`config.mk`:
```
export PLATFORM = sky130hd
export DESIGN_NAME = cie_top
export DESIGN_NICKNAME = d
export VERILOG_FILES = /design/src/hw/cie_sync.v /design/src/hw/cie_top.v
export VERILOG_INCLUDE_DIRS = /design/src /design/src/hw
export SDC_FILE = /design/constraint.sdc
export NUM_CORES = 1
export LEC_CHECK = 0
export BUFFER_PORTS_ARGS = -buffer_cell sky130_fd_sc_hd__buf_2
export CORE_UTILIZATION = 40
export DETAILED_ROUTE_END_ITERATION = 6
export PLACE_DENSITY = 0.63
export SLEW_MARGIN = 20
export SYNTH_ARGS = -nofsm -noshare
export SYNTH_HDL_FRONTEND = slang
export SYNTH_SLANG_ARGS = --single-unit
```
`constraint.sdc`:
```
create_clock -name I_CLK -period 3.3 [get_ports I_CLK]
set_input_delay 0 -clock I_CLK [delete_from_list [all_inputs] [get_ports I_CLK]]
set_output_delay 0 -clock I_CLK [all_outputs]
set_load 0.01 [all_outputs]
```
`src/hw/cie_defs.vh`:
```
// register offsets, field positions, reset values and timing counts of the command/irq enable block
`ifndef CIE_DEFS_VH
`define CIE_DEFS_VH
`define CIE_ADDR_W 4
`define CIE_OFS_RSVD 4'h0
`define CIE_OFS_CMD 4'h1
`define CIE_OFS_MAIN_EN 4'h2
`define CIE_OFS_AUX_EN 4'h3
`define CIE_OFS_REQ_STAT 4'h4
`define CIE_OFS_REQ_MASK 4'h5
`define CIE_RST_RSVD 8'h00
`define CIE_RST_CMD 8'h20
`define CIE_RST_MAIN_EN 8'h80
`define CIE_RST_AUX_EN 8'h00
`define CIE_RST_REQ_MASK 8'h00
`define CIE_BIT_RCV_OFF 5
`define CIE_BIT_PWR_DOWN 4
`define CIE_BIT_POL_INV 7
`define CIE_BIT_DRIVE_SEL 7
`define CIE_BIT_EXT_SER 4
`define CIE_BIT_CHKSUM 2
`define CIE_CMD_MASK 8'h3F
`define CIE_MAIN_MASK 8'hFF
`define CIE_AUX_MASK 8'h94
`define CIE_CODE_IDLE 4'h0
`define CIE_CODE_REINIT 4'hF
`define CIE_WAKE_NS 1000
`define CIE_CLK_MHZ 40
`define CIE_WAKE_CYC ((`CIE_WAKE_NS * `CIE_CLK_MHZ + 999) / 1000)
`endif

```
`src/hw/cie_sync.v`:
```
// two flip-flop synchroniser bank for pin inputs
`timescale 1ns/1ps
`default_nettype none
module cie_sync #(
  parameter W = 1
) (
  input wire i_clk,
  input wire i_ce,
  input wire i_reset_n,
  input wire [W-1:0] i_d,
  output wire [W-1:0] o_q
);
  reg [W-1:0] s1_r;
  reg [W-1:0] s2_r;
  always @(posedge i_clk) begin
    if (!i_reset_n) begin
      s1_r <= {W{1'b0}};
      s2_r <= {W{1'b0}};
    end else if (i_ce) begin
      s1_r <= i_d;
      s2_r <= s1_r;
    end
  end
  assign o_q = s2_r;
endmodule
`default_nettype wire

```
`src/hw/cie_top.v`:
```
// command register, interrupt enable registers and interrupt pin drive
// Summary of operation
// - address zero reads zero, all reserved
// - command register at one, resets 20h
// - receiver_off bit switches receiver off
// - writing one enters soft power-down
// - clearing reads one until wake-up done
// - power-down ignored while reinit command active
// - command code write starts, read shows running
// - command field returns idle when finished
// - main enable at two, resets 80h
// - bit seven inverts interrupt pin polarity
// - reset defaults leave pin tristate
// - bits six to four gate tx/rx/done
// - bits three to zero gate fifo/error/timer
// - aux enable at three, resets 00h
// - aux bit seven selects push-pull drive
// - aux bit four gates serial-input activity
// - aux bit two gates checksum done
`timescale 1ns/1ps
`default_nettype none
`include "cie_defs.vh"
module cie_top #(
  parameter WAKE_CYC = `CIE_WAKE_CYC
) (
  input wire I_CLK,
  input wire I_RESET_N,
  input wire I_CE,
  input wire [3:0] I_ADDR,
  input wire [7:0] I_WDATA,
  input wire I_WR,
  input wire I_RD,
  output reg [7:0] O_RDATA,
  input wire [6:0] I_MAIN_REQ,
  input wire I_CHECKSUM_REQUEST,
  input wire I_EXT_SERIAL_INPUT,
  input wire I_CMD_FINISHED,
  output reg [3:0] O_CMD_CODE,
  output reg O_CMD_START,
  output reg O_RECEIVER_OFF,
  output reg O_POWER_DOWN,
  output reg O_IRQ_STATUS,
  output reg O_IRQ_OUT,
  output reg O_IRQ_OE,
  output reg O_INT
);
  // ==========================================================
  // input synchronisers
  wire ser_s;
  wire [7:0] main_req_s;
  wire chk_s;
  cie_sync #(.W(10)) u_sync (
    .i_clk(I_CLK),
    .i_ce(I_CE),
    .i_reset_n(I_RESET_N),
    .i_d({I_EXT_SERIAL_INPUT, I_CHECKSUM_REQUEST, I_MAIN_REQ, 1'b0}),
    .o_q({ser_s, chk_s, main_req_s})
  );

  // ==========================================================
  // registers
  reg [1:0] cmd_hi_r;
  reg [3:0] cmd_code_r;
  reg pd_r;
  reg waking_r;
  reg [15:0] wake_cnt_r;
  reg [7:0] main_en_r;
  reg [7:0] aux_en_r;
  reg [7:0] req_stat_r;
  reg [7:0] req_mask_r;
  reg ser_d_r;
  wire wr_cmd = I_WR && (I_ADDR == `CIE_OFS_CMD);
  wire [7:0] cmd_rst = `CIE_RST_CMD;
  wire [7:0] aux_req = {3'h0, ser_s ^ ser_d_r, 1'b0, chk_s, 2'h0};
  wire [7:0] events = {main_req_s[7:1], 1'b0} | {aux_req[4], aux_req[2], 6'h00};

  function [7:0] rd_mux;
    input [3:0] a;
    input [7:0] c;
    input [7:0] m;
    input [7:0] x;
    input [7:0] s;
    input [7:0] k;
    begin
      case (a)
        `CIE_OFS_CMD: rd_mux = c;
        `CIE_OFS_MAIN_EN: rd_mux = m;
        `CIE_OFS_AUX_EN: rd_mux = x;
        `CIE_OFS_REQ_STAT: rd_mux = s;
        `CIE_OFS_REQ_MASK: rd_mux = k;
        default: rd_mux = 8'h00;
      endcase
    end
  endfunction

  // ==========================================================
  // command register and power-down sequence
  always @(posedge I_CLK) begin
    if (!I_RESET_N) begin
      cmd_hi_r <= cmd_rst[6:5];
      cmd_code_r <= `CIE_CODE_IDLE;
      pd_r <= cmd_rst[`CIE_BIT_PWR_DOWN];
      waking_r <= 1'b0;
      wake_cnt_r <= 16'h0000;
      O_CMD_START <= 1'b0;
    end else if (I_CE) begin
      O_CMD_START <= 1'b0;
      if (waking_r) begin
        if (wake_cnt_r == 16'h0000) begin
          waking_r <= 1'b0;
          pd_r <= 1'b0;
        end else begin
          wake_cnt_r <= wake_cnt_r - 16'h0001;
        end
      end
      if (wr_cmd) begin
        cmd_hi_r <= {1'b0, I_WDATA[`CIE_BIT_RCV_OFF]};
        cmd_code_r <= I_WDATA[3:0];
        O_CMD_START <= 1'b1;
        if (I_WDATA[`CIE_BIT_PWR_DOWN]) begin
          if (cmd_code_r != `CIE_CODE_REINIT) begin
            pd_r <= 1'b1;
            waking_r <= 1'b0;
          end
        end else if (pd_r && !waking_r) begin
          waking_r <= 1'b1;
          wake_cnt_r <= WAKE_CYC[15:0] - 16'h0001;
        end
      end else if (I_CMD_FINISHED) begin
        cmd_code_r <= `CIE_CODE_IDLE;
      end
    end
  end

  // ==========================================================
  // enable, status and mask registers
  integer i;
  always @(posedge I_CLK) begin
    if (!I_RESET_N) begin
      main_en_r <= `CIE_RST_MAIN_EN;
      aux_en_r <= `CIE_RST_AUX_EN;
      req_stat_r <= 8'h00;
      req_mask_r <= `CIE_RST_REQ_MASK;
      ser_d_r <= 1'b0;
    end else if (I_CE) begin
      ser_d_r <= ser_s;
      if (I_WR && I_ADDR == `CIE_OFS_MAIN_EN)
        main_en_r <= I_WDATA & `CIE_MAIN_MASK;
      if (I_WR && I_ADDR == `CIE_OFS_AUX_EN)
        aux_en_r <= I_WDATA & `CIE_AUX_MASK;
      if (I_WR && I_ADDR == `CIE_OFS_REQ_MASK)
        req_mask_r <= I_WDATA;
      for (i = 0; i < 8; i = i + 1) begin
        if (events[i])
          req_stat_r[i] <= 1'b1;
        else if (I_WR && I_ADDR == `CIE_OFS_REQ_STAT && I_WDATA[i])
          req_stat_r[i] <= 1'b0;
      end
    end
  end

  // ==========================================================
  // interrupt pin and outputs
  wire main_hit = |(main_req_s[7:1] & main_en_r[6:0]);
  wire aux_hit = (aux_req[`CIE_BIT_EXT_SER] & aux_en_r[`CIE_BIT_EXT_SER])
    | (aux_req[`CIE_BIT_CHKSUM] & aux_en_r[`CIE_BIT_CHKSUM]);
  wire irq_nxt = main_hit | aux_hit;
  wire pin_lvl = irq_nxt ^ main_en_r[`CIE_BIT_POL_INV];
  always @(posedge I_CLK) begin
    if (!I_RESET_N) begin
      O_RDATA <= 8'h00;
      O_IRQ_STATUS <= 1'b0;
      O_IRQ_OUT <= 1'b0;
      O_IRQ_OE <= 1'b0;
      O_INT <= 1'b0;
      O_CMD_CODE <= `CIE_CODE_IDLE;
      O_RECEIVER_OFF <= 1'b1;
      O_POWER_DOWN <= 1'b0;
    end else if (I_CE) begin
      O_RDATA <= I_RD ? rd_mux(I_ADDR, {1'b0, cmd_hi_r, pd_r, cmd_code_r}, main_en_r, aux_en_r,
        req_stat_r, req_mask_r) : 8'h00;
      O_IRQ_STATUS <= irq_nxt;
      O_IRQ_OUT <= aux_en_r[`CIE_BIT_DRIVE_SEL] ? pin_lvl : 1'b0;
      O_IRQ_OE <= aux_en_r[`CIE_BIT_DRIVE_SEL] | ~pin_lvl;
      O_INT <= |(req_stat_r & req_mask_r);
      O_CMD_CODE <= cmd_code_r;
      O_RECEIVER_OFF <= cmd_hi_r[0];
      O_POWER_DOWN <= pd_r;
    end
  end
endmodule
`default_nettype wire

```
==> impl_metrics.tcl, run 1 <==
set metrics [dict create \
    outcome "finished, final reports clean" \
    hold_viol_final 0 \
    finalSetupViolCount 0 \
    grt_pass1_wl_mm 16.33 \
    place_hpwl_mm 6.938 \
    ir_drop_v 0.0002247 \
    max_stage_delay_ns 0.83 \
    cts_tree "done" \
    grt_use_total 0.2057 \
    synth_cell_types 57 \
    holdPathStages 2 \
    holdPathEnd "O_INT" \
    synth-async-reset-ratio 0 \
    dieArea_um2 10190 \
    grt_max_degree 63 \
    tightest_slew_ns 1.047 \
    min_from "I_CE" \
    crit_fanout 62 \
    placed_area_um2 4215 \
    routed_wl_mm 9.850 \
    swShare 0.2507 \
    synth_cells 432 \
    critPathKind "in2reg" \
    root_buffer "clkbuf_8" \
    cts_setup_buffers 0 \
    power_switching_mw 0.4959 \
    ys_seq_elements 87 \
    path_clk_slew_ns 0.08 \
    final.setup.tns_ns 0 \
    power_frac_seq 0.546 \
    synth_top_family_by_area "simple AND/OR/NAND/NOR gates" \
    max_freq_mhz 482.1 \
    yosys-top-cells-count "dfxtp_1 (87), mux2i_1 (51), nor2_1 (46)" \
    required_ns 3.59 \
    powerDensity_nw_per_um2 428.1 \
    initial_core_util 0.4178 \
    arrival_ns 2.36 \
    clock_power_share 0.381 \
    synth.most_common_cell "dfxtp_1" \
    remaining_drc_errors 0 \
    reg2reg_slack_ns 1.37 \
    drv_slew 0 \
    area_delta_synth_final_pct 18.02 \
    clock_latency_ns 0.36 \
    synth_edf_count 0 \
    syn_avg_cell_area_um2 9.063 \
    grt_pass1_vias 3238 \
    synth_xor_area_frac 0.002237 \
    post-route-period-util 0.6286 \
    clk_path_buf_depth 2 \
    drv_cap 0 \
    seq_area_frac_synth 0.4449 \
    final_area_um2 4621 \
    reg2reg_depth 4 \
    vias 3445 \
    critPathBufInv 3 \
    crit_chain "dlygate4sd3_1 > buf_2 > inv_2 > a31oi_1 > nand2b_1 > mux2i_1" \
    grt-ovfl-total 0 \
    crit_family "buffers and inverters" \
    syn-num-nets 461 \
    crit_slowest_cell "a31oi_1" \
    cts_sinks 87 \
    numCtsBuffers 9 \
    avgViaCountPerCell 5.539 \
    rsz0062_at_grt "false" \
    yosys-mux-area-fraction 0.1304 \
    core-area_um2 9371 \
    antenna_cells 0 \
    combPwrFrac 0.073 \
    synth_top_area_frac 0.4449 \
    p_int_mw 1.482 \
    yosys.area_share.adder 0.006392 \
    drive_gt1_frac 0.1623 \
    min_period_ns 2.074 \
    synthTopCellsByArea "dfxtp_1 (44%), mux2i_1 (13%), nor2_1 (4.4%)" \
    reg2reg_to "wake_cnt_r[5]" \
    hold_path_class "in2reg" \
    synth-simple-area-share 0.2323 \
    synth_compound_area_frac 0.1473 \
    r2r_start "wake_cnt_r[10]" \
    nets 517 \
    synth_area_um2 3915 \
    die_h_um 100.9 \
    drtIter0Drc 228 \
    final_antenna_net_count 0 \
    port_buffers 45 \
    yosys_warnings 0 \
    ys.flop_type "dfxtp_1" \
    wl_per_cell_um 15.84 \
    fin_skew_ns 0.009579 \
    synth.largest_area_cell "dfxtp_1" \
    slew_headroom 0.3010 \
    antenna_found_initial 0 \
    io_pins 46 \
    finalWeightedCongestion 0.8295 \
    drt_pass1_iterations 5 \
    rows 35 \
    htreeDepth 3 \
    cp-start-kind "input pin" \
    worstSetupEndpointType "flip-flop" \
    leakagePower_nw 1.798 \
    die-width_um 100.9 \
]
## per-stage QoR
stage          instances  setup WS, ns  power, mW    util  hold WS (ns)
5_1_grt              622        0.9711      2.042  0.4931       0.02486
2_1_floorplan        432         1.646      1.184       -        0.1285
4_1_cts              622         1.178      1.988  0.4931      0.007965
6_report             622         1.226      1.978  0.4931      0.008535
3_3_place_gp         585         1.457      1.227  0.4498        0.2355
3_5_place_dp         585         1.367      1.230  0.4498        0.2406
## layer usage
layer	GRT usage	vias to the layer above	wire length (µm)
met5	0	-	0
met4	0.08919	0	128
met3	0.03537	10	526
met2	0.3109	102	4285
met1	0.2875	1647	4909
li1	-	1686	-
## worst max-delay path by stage
stage	slack (ns)	end	startpoint	cells after the start
final	1.23	wake_cnt_r[11]	I_RESET_N	6
after global routing	0.97	wake_cnt_r[14]	I_RESET_N	6
after CTS	1.18	wake_cnt_r[8]	I_RESET_N	6
after detailed placement	1.37	wake_cnt_r[8]	I_RESET_N	5
after global placement	1.46	wake_cnt_r[13]	I_RESET_N	5
after floorplan	1.65	wake_cnt_r[3]	wake_cnt_r[0]	6
## what timing repair did
| action | in CTS | in global routing |
|---|---|---|
| endpoints found under the setup margin | 0 | 0 |
| hold buffers | 21 | 0 |
| resized for setup | 0 | 0 |
| hold endpoints to repair | 33 | 0 |
## power groups by stage
stage	Sequential [mW]	Clock [mW]	Combinational, mW
after floorplan	1.10	0	0.0836
after global placement	1.10	0	0.123
after detailed placement	1.10	0	0.125
after CTS	1.08	0.764	0.143
after global routing	1.08	0.801	0.158
final	1.08	0.754	0.144
## cells by family (layout without fill, tap and decap cells)
kind of cell             after synthesis  count (layout)
AND/OR/NAND/NOR                      166             166
AO/OA/AOI/OAI                         90              90
flip-flops                            87              87
multiplexers                          51              51
buffers and inverters                 35              96
adder cells (fa/ha/maj)                2               2
XOR/XNOR                               1               1
## flip-flops by register name, indices dropped and copies added, names as in the netlist, 3 cells and up
name and flops:
aux_en_r 3, req_stat_r 7, O_RDATA 8, wake_cnt_r 16
main_en_r 8, cmd_code_r 4, u_sync.o_q 9, req_mask_r 8
u_sync.s1_r 9, O_CMD_CODE 4
## cell type report
class	instances	area (µm²)
clock inverters	6	67.56
multi-input cells	310	2031
well taps	129	161.4
clock buffers	10	127.6
inverters	13	48.80
repair buffers	67	442.9
flip-flops and latches	87	1742
fillers	956	4751
## cell usage in the layout (no fill, tap or decap), types with 3 or more instances in the layout
master,netlist,routed
o31ai_1,4,4
and2_1,4,4
a22oi_1,6,6
nand2b_1,7,7
nor2_1,46,46
and3_1,5,5
nor3_1,4,4
clkbuf_8,0,9
nand2_1,36,36
o21ai_0,25,25
a21oi_1,25,25
or3_1,5,5
mux2i_1,51,51
nor4_1,6,6
inv_1,12,12
a211oi_1,3,3
a31oi_1,3,3
buf_2,6,45
nor2b_1,4,4
dlygate4sd3_1,0,21
a22o_1,5,5
nand3_1,12,12
nor3b_1,3,3
dfxtp_1,87,87
or4_1,4,4
nand4_1,8,8
a222oi_1,4,4
or2_2,3,3
o211ai_1,3,3
## worst register-to-register path, delay by kind of cell (launching register included)
family,cells,cell delay [ns]
simple gates,3,1.11
flops,1,0.37
compound gates,1,0.36
No activity file was read; power rests on OpenSTA's default activity.
==> inputs of run 2 (changes only) <==
clock period = 2 ns   (was 3.3 ns; I/O delays follow)
==> run 2 against run 1 <==
Clock skew down 0.0040 ns. Sequential share of layout area decreased by 0.77 points. Global-route usage about the same. Clock-buffer cell count shrank 1. Largest power group unchanged. Critical path depth unchanged. Die area stayed put.
==> impl_metrics.tcl, run 2 (synthesized netlist as in run 1, its figures left out) <==
set metrics [dict create \
    hold_path_class "in2reg" \
    worstSetupEndpointType "flip-flop" \
    cts_tree "done" \
    arrival_ns 2.09 \
    clock_latency_ns 0.36 \
    die_h_um 100.9 \
    grt_max_degree 53 \
    avgViaCountPerCell 5.494 \
    remaining_drc_errors 0 \
    finalSetupViolCount 0 \
    drt_pass1_iterations 5 \
    layout.cells.most_common "dfxtp_1" \
    ir_drop_v 0.0004416 \
    critPathKind "in2reg" \
    core-area_um2 9371 \
    crit_fanout 52 \
    top_register "wake_cnt_r" \
    grt_pass1_vias 3210 \
    max_freq_mhz 544.7 \
    place_hpwl_mm 7.068 \
    drtIter0Drc 198 \
    path_clk_slew_ns 0.09 \
    rsz0062_at_grt "false" \
    grt_pass1_wl_mm 16.13 \
    routed_wl_mm 9.942 \
    finalNonFillerCells 633 \
    wl_per_cell_um 15.71 \
    io_pins 46 \
    post-route-util 0.5033 \
    final_antenna_net_count 0 \
    area_delta_synth_final_pct 20.49 \
    layout_common_cells "dfxtp_1 (87), mux2i_1 (51), nor2_1 (46)" \
    slew_headroom 0.6211 \
    hold_viol_final 0 \
    cts_sinks 87 \
    antenna_found_initial 0 \
    hold_ws_ns 0.06357 \
    grt_use_total 0.2057 \
    met3_length_um 645 \
    num-fill-cells 920 \
    powerDensity_nw_per_um2 697.2 \
    dp_cells 591 \
    met2_length_mm 4.338 \
    min_period_ns 1.836 \
    highest_layer "met4" \
    finalPower_mw 3.289 \
    post-route-period-util 0.9179 \
    drive_gt1_frac 0.1766 \
    numCtsBuffers 9 \
    root_buffer "clkbuf_8" \
    tightest_slew_ns 0.5631 \
    fin_skew_ns 0.005546 \
    antenna_cells 0 \
    grt-ovfl-total 0 \
    required_ns 2.25 \
    initial_core_util 0.4178 \
    largest_reg_flops 16 \
    port_buffers 45 \
    nets 528 \
    cp-start-kind "input pin" \
    outcome "finished, final reports clean" \
    vias 3478 \
    leakagePower_nw 1.862 \
    dieArea_um2 10190 \
    final.setup.tns_ns 0 \
    htreeDepth 3 \
    clk_path_buf_depth 2 \
    drv_cap 0 \
    rows 35 \
    wirelength_met1_mm 4.794 \
    finalWeightedCongestion 0.8345 \
    drv_slew 0 \
    die-width_um 100.9 \
]
-- run 2: stage by stage --
step,instance area [µm²],worst slack (ns)
after global routing,4717,0.05978
after floorplan,3915,0.3460
after CTS,4702,0.04253
final,4717,0.1641
after global placement,4260,0.1386
after detailed placement,4260,0.06170
-- run 2: routing by layer --
layer,track usage,vias up
li1,-,1710
met1,0.2872,1629
met2,0.3030,124
met3,0.04854,15
met4,0.08473,0
met5,0,-
-- run 2: final timing paths --
check	end	from	slack [ns]	cells past startpoint
max	cmd_code_r[3]	I_RESET_N	0.16	6
min	O_RDATA[4]	I_CE	0.06	3
max reg2reg	wake_cnt_r[3]	wake_cnt_r[0]	0.19	6
min reg2reg	O_RDATA[1]	O_RDATA[1]	0.46	2
-- run 2: final cells by class --
| type | count | area [µm²] | area share |
|---|---|---|---|
| clock inverters | 7 | 77.57 | 0.01645 |
| clock buffers | 9 | 123.9 | 0.02626 |
| flip-flops and latches | 87 | 1742 | 0.3692 |
| repair buffers | 78 | 533.0 | 0.1130 |
| well taps | 129 | 161.4 | 0.03422 |
| multi-input cells | 310 | 2031 | 0.4305 |
| inverters | 13 | 48.80 | 0.01034 |
-- run 2: report_power, final --
part / internal [mW] / switching [mW]
Combinational: 0.106 / 0.141
Clock: 0.591 / 0.669
Sequential: 1.76 / 0.0217
Total: 2.46 / 0.832
-- run 2: what timing repair did --
action | in CTS | in global routing
endpoints found under the setup margin | 0 | 4
gates resized for setup | 0 | 0
endpoints found under the hold margin | 33 | 0
buffers inserted | 0 | 2
hold buffers | 24 | 0
-- run 2: worst max-delay path, cell delays in order --
cell and delay, ns:
dlygate4sd3_1 0.54, buf_2 0.18, inv_2 0.19, buf_4 0.51, a21oi_1 0.06, dlygate4sd3_1 0.58
